===== config.mk =====
export PLATFORM = sky130hd
export DESIGN_NAME = fclp_top
export DESIGN_NICKNAME = d
export VERILOG_FILES = /design/src/fclp_pkg.sv /design/src/fclp_top.sv
export SDC_FILE = /design/constraint.sdc
export NUM_CORES = 1
export LEC_CHECK = 0
export BUFFER_PORTS_ARGS = -buffer_cell sky130_fd_sc_hd__buf_2
export CORE_MARGIN = 5
export CORE_UTILIZATION = 46
export CTS_CLUSTER_SIZE = 16
export DETAILED_ROUTE_END_ITERATION = 10
export GPL_TIMING_DRIVEN = 1
export PLACE_DENSITY = 0.79
export REMOVE_ABC_BUFFERS = 1
export SLEW_MARGIN = 10
export SYNTH_ARGS = -nofsm -noshare
export SYNTH_HDL_FRONTEND = slang
export SYNTH_SLANG_ARGS = --single-unit

===== constraint.sdc =====
create_clock -name mclk_i -period 1.2 [get_ports mclk_i]
set_input_delay 0.06 -clock mclk_i [delete_from_list [all_inputs] [get_ports mclk_i]]
set_output_delay 0.06 -clock mclk_i [all_outputs]
set_load 0.02 [all_outputs]

===== src/fclp_pkg.sv =====
package fclp_pkg;

    // Fuse byte field positions (zero means programmed)
    localparam int FUSE_DOUBLE_SPEED_BIT = 7;
    localparam int FUSE_BOOT_JUMP_BIT    = 6;
    localparam int FUSE_EXPANDED_RAM_FUSE_BIT         = 3;
    localparam int FUSE_LOCK_HIGH_BIT    = 2;
    localparam int FUSE_LOCK_MID_BIT     = 1;
    localparam int FUSE_LOCK_LOW_BIT     = 0;

    // Delivered fuse byte: boot jump and top lock programmed
    localparam logic [7:0] FUSE_DELIVERED = 8'hBB;
    // Inactive state after chip erase: everything unprogrammed
    localparam logic [7:0] FUSE_ERASED    = 8'hFF;

    localparam int SEC_LOCK_LOW_BIT  = 0;
    localparam int SEC_LOCK_HIGH_BIT = 1;
    localparam logic [7:0] SEC_RESET     = 8'hFF;
    localparam logic [7:0] BOOT_STAT_RESET = 8'hFF;
    localparam logic [7:0] BOOT_STAT_APP   = 8'h00;
    localparam logic [7:0] BOOT_VEC_RESET  = 8'hFC;

    localparam logic [15:0] BOOT_ROM_ADDR = 16'hF800;
    localparam logic [15:0] APP_ADDR      = 16'h0000;

    // Part identification; value is arbitrary
    localparam logic [31:0] PART_ID = 32'h1234_5678;

    typedef enum logic [1:0] {
        FCLP_HW_LVL1 = 2'b00,
        FCLP_HW_LVL2 = 2'b01,
        FCLP_HW_LVL3 = 2'b10,
        FCLP_HW_LVL4 = 2'b11
    } fclp_hw_level_e;

    typedef struct packed {
        logic par_prog_ok;
        logic par_verify_ok;
        logic table_read_ok;
        logic ext_exec_ok;
        logic isp_prog_ok;
        logic isp_verify_ok;
    } fclp_perm_s;

endpackage


===== src/fclp_top.sv =====
`timescale 1ns/1ps
// How it works
// RQ1 - All hardware lock bits unprogrammed: level 1, no restriction at all.
// RQ2 - Level 2 up: external code cannot table-read internal memory.
// RQ3 - Level 2 up: external access pin latched at reset and held.
// RQ4 - Level 2 up: parallel programming refused; in-system programming stays.
// RQ5 - Level 3 up: parallel verify reads refused.
// RQ6 - Level 4: external execution disabled; level 4 is delivered default.
// RQ7 - A zero bit is programmed, a one bit unprogrammed.
// RQ8 - Chip erase wipes code and returns fuse byte to inactive state.
// RQ9 - Part identification readable in parallel mode at any level.
// RQ10 - Delivered fuse: boot jump and high lock programmed, others unprogrammed, level four.
// RQ11 - Boot status cleared to zero lets application boot at zero.
// RQ12 - Software keeps security byte bits 7 to 2 set.
// RQ13 - Both soft lock bits one: free; low cleared: no ISP programming.
// RQ14 - High soft lock bit cleared: ISP verify also refused.
// RQ15 - Hardware locks govern parallel only; soft bits govern ISP only; the code also lets soft bits lock boot byte writes from any caller.
// RQ16 - Security byte alone never protects against parallel access; the code locks boot byte writes from all callers by soft bits.
// RQ17 - Pin high fetches internally; pin low sends all fetches outside.
// RQ18 - Extra array bytes reachable by parallel, ISP and application calls.
// RQ19 - Programmer sets levels 2 and 3 only after verification.
// RQ20 - Boot jump programmed starts at boot ROM, else at zero; the code also starts at boot ROM while boot status is not zero.
// RQ21 - User boot vector defaults to no customer loader value.
// RQ22 - Security byte writes can only raise the level.
// RQ23 - Lock fields read at reset and held until reset or erase; the code also re-reads them after each fuse write.
// RQ24 - Highest programmed lock bit wins; lower ones are don't-care.
module fclp_top (
    input  wire logic        mclk_i,
    input  wire logic        sys_rst_i,
    input  wire logic        clk_en_i,
    input  wire logic [7:0]  nv_fuse_i,
    input  wire logic        nv_fuse_valid_i,
    input  wire logic        external_access_pin_i,
    input  wire logic        fuse_wr_i,
    input  wire logic [7:0]  fuse_wdata_i,
    input  wire logic        chip_erase_i,
    input  wire logic        sec_wr_i,
    input  wire logic [7:0]  sec_wdata_i,
    input  wire logic        boot_stat_wr_i,
    input  wire logic [7:0]  boot_stat_wdata_i,
    input  wire logic        boot_vec_wr_i,
    input  wire logic [7:0]  boot_vec_wdata_i,
    input  wire logic        par_prog_req_i,
    input  wire logic        par_verify_req_i,
    input  wire logic        par_id_req_i,
    input  wire logic        isp_prog_req_i,
    input  wire logic        isp_verify_req_i,
    input  wire logic        table_read_req_i,
    input  wire logic        fetch_from_ext_i,
    output logic [7:0]       hardware_fuse_byte_o,
    output logic [7:0]       isp_security_byte_o,
    output logic [7:0]       boot_status_byte_o,
    output logic [7:0]       user_boot_vector_o,
    output logic [1:0]       hw_level_o,
    output fclp_pkg::fclp_perm_s perm_o,
    output logic             par_prog_grant_o,
    output logic             par_verify_grant_o,
    output logic             par_id_grant_o,
    output logic [31:0]      part_id_o,
    output logic             isp_prog_grant_o,
    output logic             isp_verify_grant_o,
    output logic             table_read_grant_o,
    output logic             ext_exec_allow_o,
    output logic             fetch_internal_o,
    output logic             ea_latched_o,
    output logic [15:0]      boot_addr_o,
    output logic             code_erase_o
);

    logic [7:0]  fuse_reg;
    logic [7:0]  sec_reg;
    logic [7:0]  boot_stat_reg;
    logic [7:0]  boot_vec_reg;
    logic        loaded_reg;
    logic        ea_reg;
    fclp_pkg::fclp_hw_level_e level_reg;
    logic        relevel_reg;

    // Nonvolatile bytes in the extra array; written through the
    // shared port by parallel, ISP or application callers alike.
    logic [7:0] fuse_next;
    logic [7:0] sec_next;
    logic [7:0] boot_stat_next;
    logic [7:0] boot_vec_next;
    logic       loaded_next;
    logic       ea_next;
    logic       relevel_next;
    fclp_pkg::fclp_hw_level_e level_next;

    // Junk on the storage lines before valid is never taken
    wire load_now = ~loaded_reg & nv_fuse_valid_i;

    wire lock_low  = ~fuse_reg[fclp_pkg::FUSE_LOCK_LOW_BIT];   // [RQ7]
    wire lock_mid  = ~fuse_reg[fclp_pkg::FUSE_LOCK_MID_BIT];   // [RQ7]
    wire lock_high = ~fuse_reg[fclp_pkg::FUSE_LOCK_HIGH_BIT];  // [RQ7]

    // Priority decode so lower bits are ignored under a higher one
    wire fclp_pkg::fclp_hw_level_e level_dec =
        lock_high ? fclp_pkg::FCLP_HW_LVL4 :                   // [RQ24]
        lock_mid  ? fclp_pkg::FCLP_HW_LVL3 :                   // [RQ24]
        lock_low  ? fclp_pkg::FCLP_HW_LVL2 :
                    fclp_pkg::FCLP_HW_LVL1;                    // [RQ1]

    wire lvl_ge2 = level_reg != fclp_pkg::FCLP_HW_LVL1;
    wire lvl_ge3 = level_reg == fclp_pkg::FCLP_HW_LVL3 ||
                   level_reg == fclp_pkg::FCLP_HW_LVL4;
    wire lvl_ge4 = level_reg == fclp_pkg::FCLP_HW_LVL4;

    // ISP side sees only the security byte, never the fuse locks
    wire sec_low  = ~sec_reg[fclp_pkg::SEC_LOCK_LOW_BIT];      // [RQ15]
    wire sec_high = ~sec_reg[fclp_pkg::SEC_LOCK_HIGH_BIT];     // [RQ15]

    fclp_pkg::fclp_perm_s perm;
    assign perm.par_prog_ok   = loaded_reg & ~lvl_ge2;         // [RQ4] [RQ16]
    assign perm.par_verify_ok = loaded_reg & ~lvl_ge3;         // [RQ5]
    assign perm.table_read_ok = ~lvl_ge2 | ~fetch_from_ext_i;  // [RQ2]
    assign perm.ext_exec_ok   = ~lvl_ge4;                      // [RQ6]
    assign perm.isp_prog_ok   = ~sec_low & ~sec_high;          // [RQ13]
    assign perm.isp_verify_ok = ~sec_high;                     // [RQ14]

    // Live pin below level 2, reset-time latch at level 2 and up
    wire ea_eff = lvl_ge2 ? ea_reg : external_access_pin_i;    // [RQ3]
    wire fetch_int = ea_eff & ~fetch_from_ext_i;               // [RQ17]
    wire exec_allow = perm.ext_exec_ok;

    // Only zeros may be added, so a write can never drop the level
    wire [7:0] sec_merge = sec_reg & (sec_wdata_i | 8'hFC);    // [RQ22] [RQ12]

    assign fuse_next =
        chip_erase_i    ? fclp_pkg::FUSE_ERASED :              // [RQ8]
        fuse_wr_i       ? fuse_wdata_i :
        load_now        ? nv_fuse_i : fuse_reg;
    assign sec_next  =
        chip_erase_i    ? fclp_pkg::SEC_RESET :                // [RQ8]
        sec_wr_i        ? sec_merge : sec_reg;
    // Boot bytes are write-locked once the soft level is raised
    assign boot_stat_next =
        chip_erase_i    ? fclp_pkg::BOOT_STAT_RESET :
        (boot_stat_wr_i & perm.isp_prog_ok) ? boot_stat_wdata_i :  // [RQ18]
        boot_stat_reg;
    assign boot_vec_next =
        chip_erase_i    ? fclp_pkg::BOOT_VEC_RESET :
        (boot_vec_wr_i & perm.isp_prog_ok) ? boot_vec_wdata_i :    // [RQ18]
        boot_vec_reg;

    wire boot_jump = ~fuse_reg[fclp_pkg::FUSE_BOOT_JUMP_BIT];
    wire app_ready = boot_stat_reg == fclp_pkg::BOOT_STAT_APP;
    wire [15:0] boot_addr =
        (boot_jump | ~app_ready) ? fclp_pkg::BOOT_ROM_ADDR :   // [RQ20] [RQ11]
                                   fclp_pkg::APP_ADDR;

    assign loaded_next  = loaded_reg | load_now;
    assign ea_next      = load_now ? external_access_pin_i : ea_reg;   // [RQ3]
    // Decode one cycle late so the level sees the byte just stored;
    // an erase in the same cycle wins over the write.
    assign relevel_next = (load_now | fuse_wr_i) & ~chip_erase_i;
    assign level_next   =
        chip_erase_i ? fclp_pkg::FCLP_HW_LVL1 :                // [RQ8]
        relevel_reg  ? level_dec :                             // [RQ24]
                       level_reg;                              // [RQ23]

    // Grant terms; each term is copied to its output by one flip-flop below
    wire par_prog_grant_next   = par_prog_req_i & perm.par_prog_ok;
    wire par_verify_grant_next = par_verify_req_i & perm.par_verify_ok;
    wire isp_prog_grant_next   = isp_prog_req_i & perm.isp_prog_ok;
    wire isp_verify_grant_next = isp_verify_req_i & perm.isp_verify_ok;
    wire table_read_grant_next = table_read_req_i & perm.table_read_ok;

    // Extra array bytes and the fuse copy
    always_ff @(posedge mclk_i) begin
        if (sys_rst_i) begin
            fuse_reg      <= fclp_pkg::FUSE_DELIVERED;         // [RQ10]
            sec_reg       <= fclp_pkg::SEC_RESET;
            boot_stat_reg <= fclp_pkg::BOOT_STAT_RESET;
            boot_vec_reg  <= fclp_pkg::BOOT_VEC_RESET;         // [RQ21]
        end else if (clk_en_i) begin
            fuse_reg      <= fuse_next;
            sec_reg       <= sec_next;
            boot_stat_reg <= boot_stat_next;
            boot_vec_reg  <= boot_vec_next;
        end
    end

    // Reset-time capture of the fuse byte and the pin
    always_ff @(posedge mclk_i) begin
        if (sys_rst_i) begin
            loaded_reg  <= 1'b0;
            ea_reg      <= 1'b1;
            relevel_reg <= 1'b0;
        end else if (clk_en_i) begin
            loaded_reg  <= loaded_next;
            ea_reg      <= ea_next;
            relevel_reg <= relevel_next;
        end
    end

    // Level stays at the safest value until the fuse byte is in
    always_ff @(posedge mclk_i) begin
        if (sys_rst_i) begin
            level_reg <= fclp_pkg::FCLP_HW_LVL4;               // [RQ6]
        end else if (clk_en_i) begin
            level_reg <= level_next;                           // [RQ23]
        end
    end

    always_ff @(posedge mclk_i) begin
        if (sys_rst_i) begin
            hardware_fuse_byte_o <= fclp_pkg::FUSE_DELIVERED;
            isp_security_byte_o  <= fclp_pkg::SEC_RESET;
            boot_status_byte_o   <= fclp_pkg::BOOT_STAT_RESET;
            user_boot_vector_o   <= fclp_pkg::BOOT_VEC_RESET;
            hw_level_o           <= fclp_pkg::FCLP_HW_LVL4;
        end else if (clk_en_i) begin
            hardware_fuse_byte_o <= fuse_reg;
            isp_security_byte_o  <= sec_reg;
            boot_status_byte_o   <= boot_stat_reg;
            user_boot_vector_o   <= boot_vec_reg;
            hw_level_o           <= level_reg;
        end
    end

    always_ff @(posedge mclk_i) begin
        if (sys_rst_i) begin
            perm_o             <= '0;
            par_prog_grant_o   <= 1'b0;
            par_verify_grant_o <= 1'b0;
            par_id_grant_o     <= 1'b0;
            part_id_o          <= 32'h0000_0000;
            isp_prog_grant_o   <= 1'b0;
            isp_verify_grant_o <= 1'b0;
            table_read_grant_o <= 1'b0;
        end else if (clk_en_i) begin
            perm_o             <= perm;
            par_prog_grant_o   <= par_prog_grant_next;             // [RQ4]
            par_verify_grant_o <= par_verify_grant_next;           // [RQ5]
            par_id_grant_o     <= par_id_req_i;                    // [RQ9]
            part_id_o          <= fclp_pkg::PART_ID;               // [RQ9]
            isp_prog_grant_o   <= isp_prog_grant_next;             // [RQ13]
            isp_verify_grant_o <= isp_verify_grant_next;           // [RQ14]
            table_read_grant_o <= table_read_grant_next;           // [RQ2]
        end
    end

    always_ff @(posedge mclk_i) begin
        if (sys_rst_i) begin
            ext_exec_allow_o <= 1'b0;
            fetch_internal_o <= 1'b1;
            ea_latched_o     <= 1'b1;
            boot_addr_o      <= fclp_pkg::BOOT_ROM_ADDR;
            code_erase_o     <= 1'b0;
        end else if (clk_en_i) begin
            ext_exec_allow_o <= exec_allow;                      // [RQ6]
            fetch_internal_o <= fetch_int;                       // [RQ17]
            ea_latched_o     <= ea_eff;                          // [RQ3]
            boot_addr_o      <= boot_addr;                       // [RQ20]
            code_erase_o     <= chip_erase_i;                    // [RQ8]
        end
    end

endmodule


# Word-level counts from Yosys, hierarchy flattened
# Cells that the tools add are included.
dict set report word_totals {
  ff_bits 103
  elab_cells 88
}
dict set report op_classes {
  n_eq_ne 2
  n_mux 16
  bitwise 26
  n_reduce_logical 14
}
# cell n
set op_table {}
lappend op_table {{8-bit two-way mux} 9}
lappend op_table {{16-bit two-way mux} 1}
lappend op_table {{1-bit bitwise AND} 13}
lappend op_table {{2-bit AND reduction} 6}
lappend op_table {{2-bit nonzero test} 5}
lappend op_table {{8-bit bitwise AND} 1}
lappend op_table {{8-bit logical NOT} 1}
lappend op_table {{2-bit two-way mux} 4}
lappend op_table {{1-bit inverter} 8}
lappend op_table {{2-bit == test, second input constant} 2}
lappend op_table {{1-bit bitwise OR} 4}
lappend op_table {{3-bit nonzero test} 1}
lappend op_table {{1-bit two-way mux} 2}
lappend op_table {{1-bit logical OR} 1}

# Longest topological paths before layout
dict set report depth {
  ltp_word 5
  depth_mapped 5
  mapped_depth_nobuf 3
}

# Least setup slack after synthesis
# No wires, ideal clock.
dict set report synth_timing {
  kind {register to register}
  startpoint {register sec_reg[1]}
  endpoint {register boot_stat_reg[0]}
  setup_time_ns 0.117
  arrival_time_ns 0.954
  required_ns 1.083
  slack_ns 0.129
  path_stages_with_launch 4
  n_path_buf 0
  period_less_slack_ns 1.071
  path_cell_list {dfxtp_1 -> and2_1 -> nand4_2 -> o22a_1}
}
dict set report synth_via {
  elab_chain_len 4
}
# item line_no
set synth_rtl {}
lappend synth_rtl {{from (decl)} fclp_top.sv:71} ;# logic [7:0] sec_reg;
lappend synth_rtl {{from (signal assigned)} fclp_top.sv:173} ;# sec_reg <= fclp_pkg::SEC_RESET;
lappend synth_rtl {{from (signal assigned)} fclp_top.sv:178} ;# sec_reg <= sec_next;
lappend synth_rtl {{1-bit bitwise AND} fclp_top.sv:118} ;# assign perm.isp_prog_ok = ~sec_low & ~sec_high;
lappend synth_rtl {{1-bit bitwise AND} fclp_top.sv:139} ;# (boot_stat_wr_i & perm.isp_prog_ok) ? boot_stat_wdata_i :
lappend synth_rtl {{2-bit nonzero test (no line)} n/a}
lappend synth_rtl {{2-bit AND reduction (no line)} n/a}
lappend synth_rtl {{to (signal assigned)} fclp_top.sv:174} ;# boot_stat_reg <= fclp_pkg::BOOT_STAT_RESET;
lappend synth_rtl {{to (signal assigned)} fclp_top.sv:179} ;# boot_stat_reg <= boot_stat_next;
lappend synth_rtl {{to (decl)} fclp_top.sv:72} ;# logic [7:0] boot_stat_reg;
# Every way passes these cells.
# A chain may end at the register's enable or synchronous reset.

# Final worst setup path
dict set report layout_timing {
  startpoint {input nv_fuse_valid_i}
  endpoint {register fuse_reg[3]}
}
dict set report layout_via {
  elab_chain_len 3
}
# item line_no
set layout_rtl {}
lappend layout_rtl {{from (decl)} fclp_top.sv:32} ;# input wire logic nv_fuse_valid_i,
lappend layout_rtl {{1-bit bitwise AND} fclp_top.sv:91} ;# wire load_now = ~loaded_reg & nv_fuse_valid_i;
lappend layout_rtl {{3-bit nonzero test (no line)} n/a}
lappend layout_rtl {{2-bit AND reduction (no line)} n/a}
lappend layout_rtl {{to (signal assigned)} fclp_top.sv:172} ;# fuse_reg <= fclp_pkg::FUSE_DELIVERED;
lappend layout_rtl {{to (signal assigned)} fclp_top.sv:177} ;# fuse_reg <= fuse_next;
lappend layout_rtl {{to (decl)} fclp_top.sv:70} ;# logic [7:0] fuse_reg;
# Every way passes these cells.

==> impl_metrics.yaml <==
cells_and_area:
  nFillCells: 654
  design_area_um2: 4340
  n_antenna_cell: 0
  final_nets: 527
  areaGrowthSynthToFinish_pct: 29.8
  layout-drive-gt1-share: 0.340
setup_path:
  r2r_end: "fuse_reg[3]"
  rrSetupSlack_ps: 60
  end_kind: "flop"
  critPathArrivalTime_ps: 1340
  critPathRequiredTime_ps: 1400
  r2r_cells: 3
  critPathCapture: "fuse_reg[3]"
  path_class: "in2reg"
  cp_max_fo: 7
  cp-startpoint: "nv_fuse_valid_i"
  start_kind: "input port"
  rr_startpoint: "loaded_reg"
place:
  port_buffers: 118
  dp_slack_ps: 15.0
  dp_hpwl_mm: 5.50
  place_area_um2: 3780
  gp_congestion: 0.758
synthesis:
  synthArstFlopShare: 0
  ys_seq_area_frac: 0.468
  ys_types: 41
  ys_seq_elements: 78
  yosysMostFrequentCell: "dfxtp_1"
  synth_ff_type: "dfxtp_1"
  syn_area_um2: 3340
  synth_top_area_share: 0.468
  synth_cells: 339
  synth_area_leaders: "dfxtp_1 47%, buf_4 12%, mux2i_1 11%, nand2_1 4.3%, o22a_1 3.7%"
  yosys-top-cells-count: "78 x dfxtp_1, 54 x buf_4, 38 x nand2_1"
  synth_top_area_cell: "dfxtp_1"
  avgSynthCellArea_um2: 9.85
  yosysWarnings: 0
  synth-edff-count: 0
sta:
  setup-violations-final: 0
  period_needed_ps: 1150
  fin_crit_sh: 0.955
  hold_ws_ps: 36.6
  report.final.slew_viol_count: 0
  clock.fmax_mhz: 872
  finalClockSkew_ps: 7.96
  timing.final.ws_setup_ps: 53.7
  hold_viol: 0
power:
  powerDensity_nw_per_um2: 1350
  p_leak_nw: 1.94
  total_power_mw: 5.84
  ir_worst_vdd_uv: 679
global_routing:
  grt_max_degree: 22
  grt_pass1_wl_mm: 12.1
  grt-ovfl-total: 0
  grt_pass1_vias: 2606
  grt_usage: 0.171
  antenna_found_initial: 0
clock_network:
  clockRootBuffer: "clkbuf_8"
  htree_levels: 3
  cts_tree: "yes"
  cts.sinks: 78
  postCtsSetupBuffers: 0
  cts_buffers: 9
  clockBufferDepth: 2
  clk_latency_ps: 330
  cts.clk_slew.worst_paths_ps: 70
floorplanning:
  core-area_um2: 7180
  die_h_um: 95.2
  fp.dieArea_um2: 9060
  rows: 31
  initial_core_util: 0.465
  pin_count: 155
  die_w_um: 95.2
status:
  outcome: "completed"
drt:
  vias: 2713
  avgRoutedWirePerCell_um: 13.4
  drt_pass1_iterations: 4
  via_per_inst: 4.73
  totalWireLength_mm: 7.67
  ant_nets: 0
  drc: 0
  drt_iter0_drc: 96
worst_hold_path:
  whs_path_depth: 2
  worstHoldPathType: "in2reg"
flow_run:
  drv_cap: 0
==> cell families (layout without fill, tap and decap cells) <==
logic type / Yosys count / after routing / synth area share
flops: 78 / 78 / 0.468
mux: 36 / 36 / 0.108
other cells: 1 / 30 / 0.00112
compound gates: 62 / 62 / 0.139
simple gates: 87 / 87 / 0.126
buf+inv: 75 / 181 / 0.158
==> cell usage in the layout (no fill, tap or decap), drive strengths merged, types with 9 or more instances in the layout <==
| cell type | count |
|---|---|
| conb | 30 |
| dfxtp | 78 |
| mux2i | 36 |
| buf | 130 |
| o22a | 14 |
| clkbuf | 9 |
| nand2 | 39 |
| nor2 | 22 |
| o21ai | 9 |
| a21oi | 14 |
| dlygate4sd3 | 29 |
==> worst min path at each step <==
stage                    startpoint          endpoint
2_1_floorplan             sys_rst_i  ext_exec_allow_o
3_3_place_gp       fetch_from_ext_i  fetch_internal_o
3_5_place_dp   boot_stat_wdata_i[7]  boot_stat_reg[7]
4_1_cts                   sys_rst_i  isp_prog_grant_o
5_1_grt                   sys_rst_i      code_erase_o
6_report                  sys_rst_i  isp_prog_grant_o
==> per-stage QoR <==
step,TNS [ps],util,std cells
6_report,0,0.604,573
5_1_grt,-3.17,0.604,573
4_1_cts,0,0.601,573
3_5_place_dp,0,0.526,529
3_3_place_gp,0,0.526,529
2_1_floorplan,-11790,-,300
==> power breakdown <==
part | switching (mW) | leakage [nW] | internal [mW]
clock | 0.911 | 0.115 | 1.37
combinational | 0.473 | 1.18 | 0.336
sequential | 0.0681 | 0.638 | 2.68
==> timing repair <==
action | CTS | global route
endpoints found under the setup margin | 1 | 26
hold buffers | 29 | 0
hold endpoints to repair | 29 | 0
resized for setup | 2 | 4
==> critical path, cell delays in order <==
cell and delay, ps:
dlygate4sd3_1 520, buf_2 110, nor2b_4 250, o211a_2 290, a22oi_1 120
==> cell type report <==
class                   count  area (um^2)  share of cell area
repair buffers            159          996               0.230
flip-flops and latches     78         1560               0.360
inverters                   7         26.3             0.00606
well taps                  99          124              0.0286
clock inverters             6          111              0.0257
multi-input cells         215         1390               0.321
clock buffers               9          124              0.0286
==> metal layers <==
| layer | global-route usage | share of wire | wire (um) | vias to the layer above |
|---|---|---|---|---|
| met2 | 0.286 | 0.49 | 3740 | 100 |
| met5 | 0 | 0 | 0 | - |
| li1 | - | - | - | 1351 |
| met1 | 0.199 | 0.41 | 3130 | 1247 |
| met4 | 0.0865 | 0.023 | 176 | 0 |
| met3 | 0.0466 | 0.082 | 626 | 15 |
(Power assumes the default switching activity.)
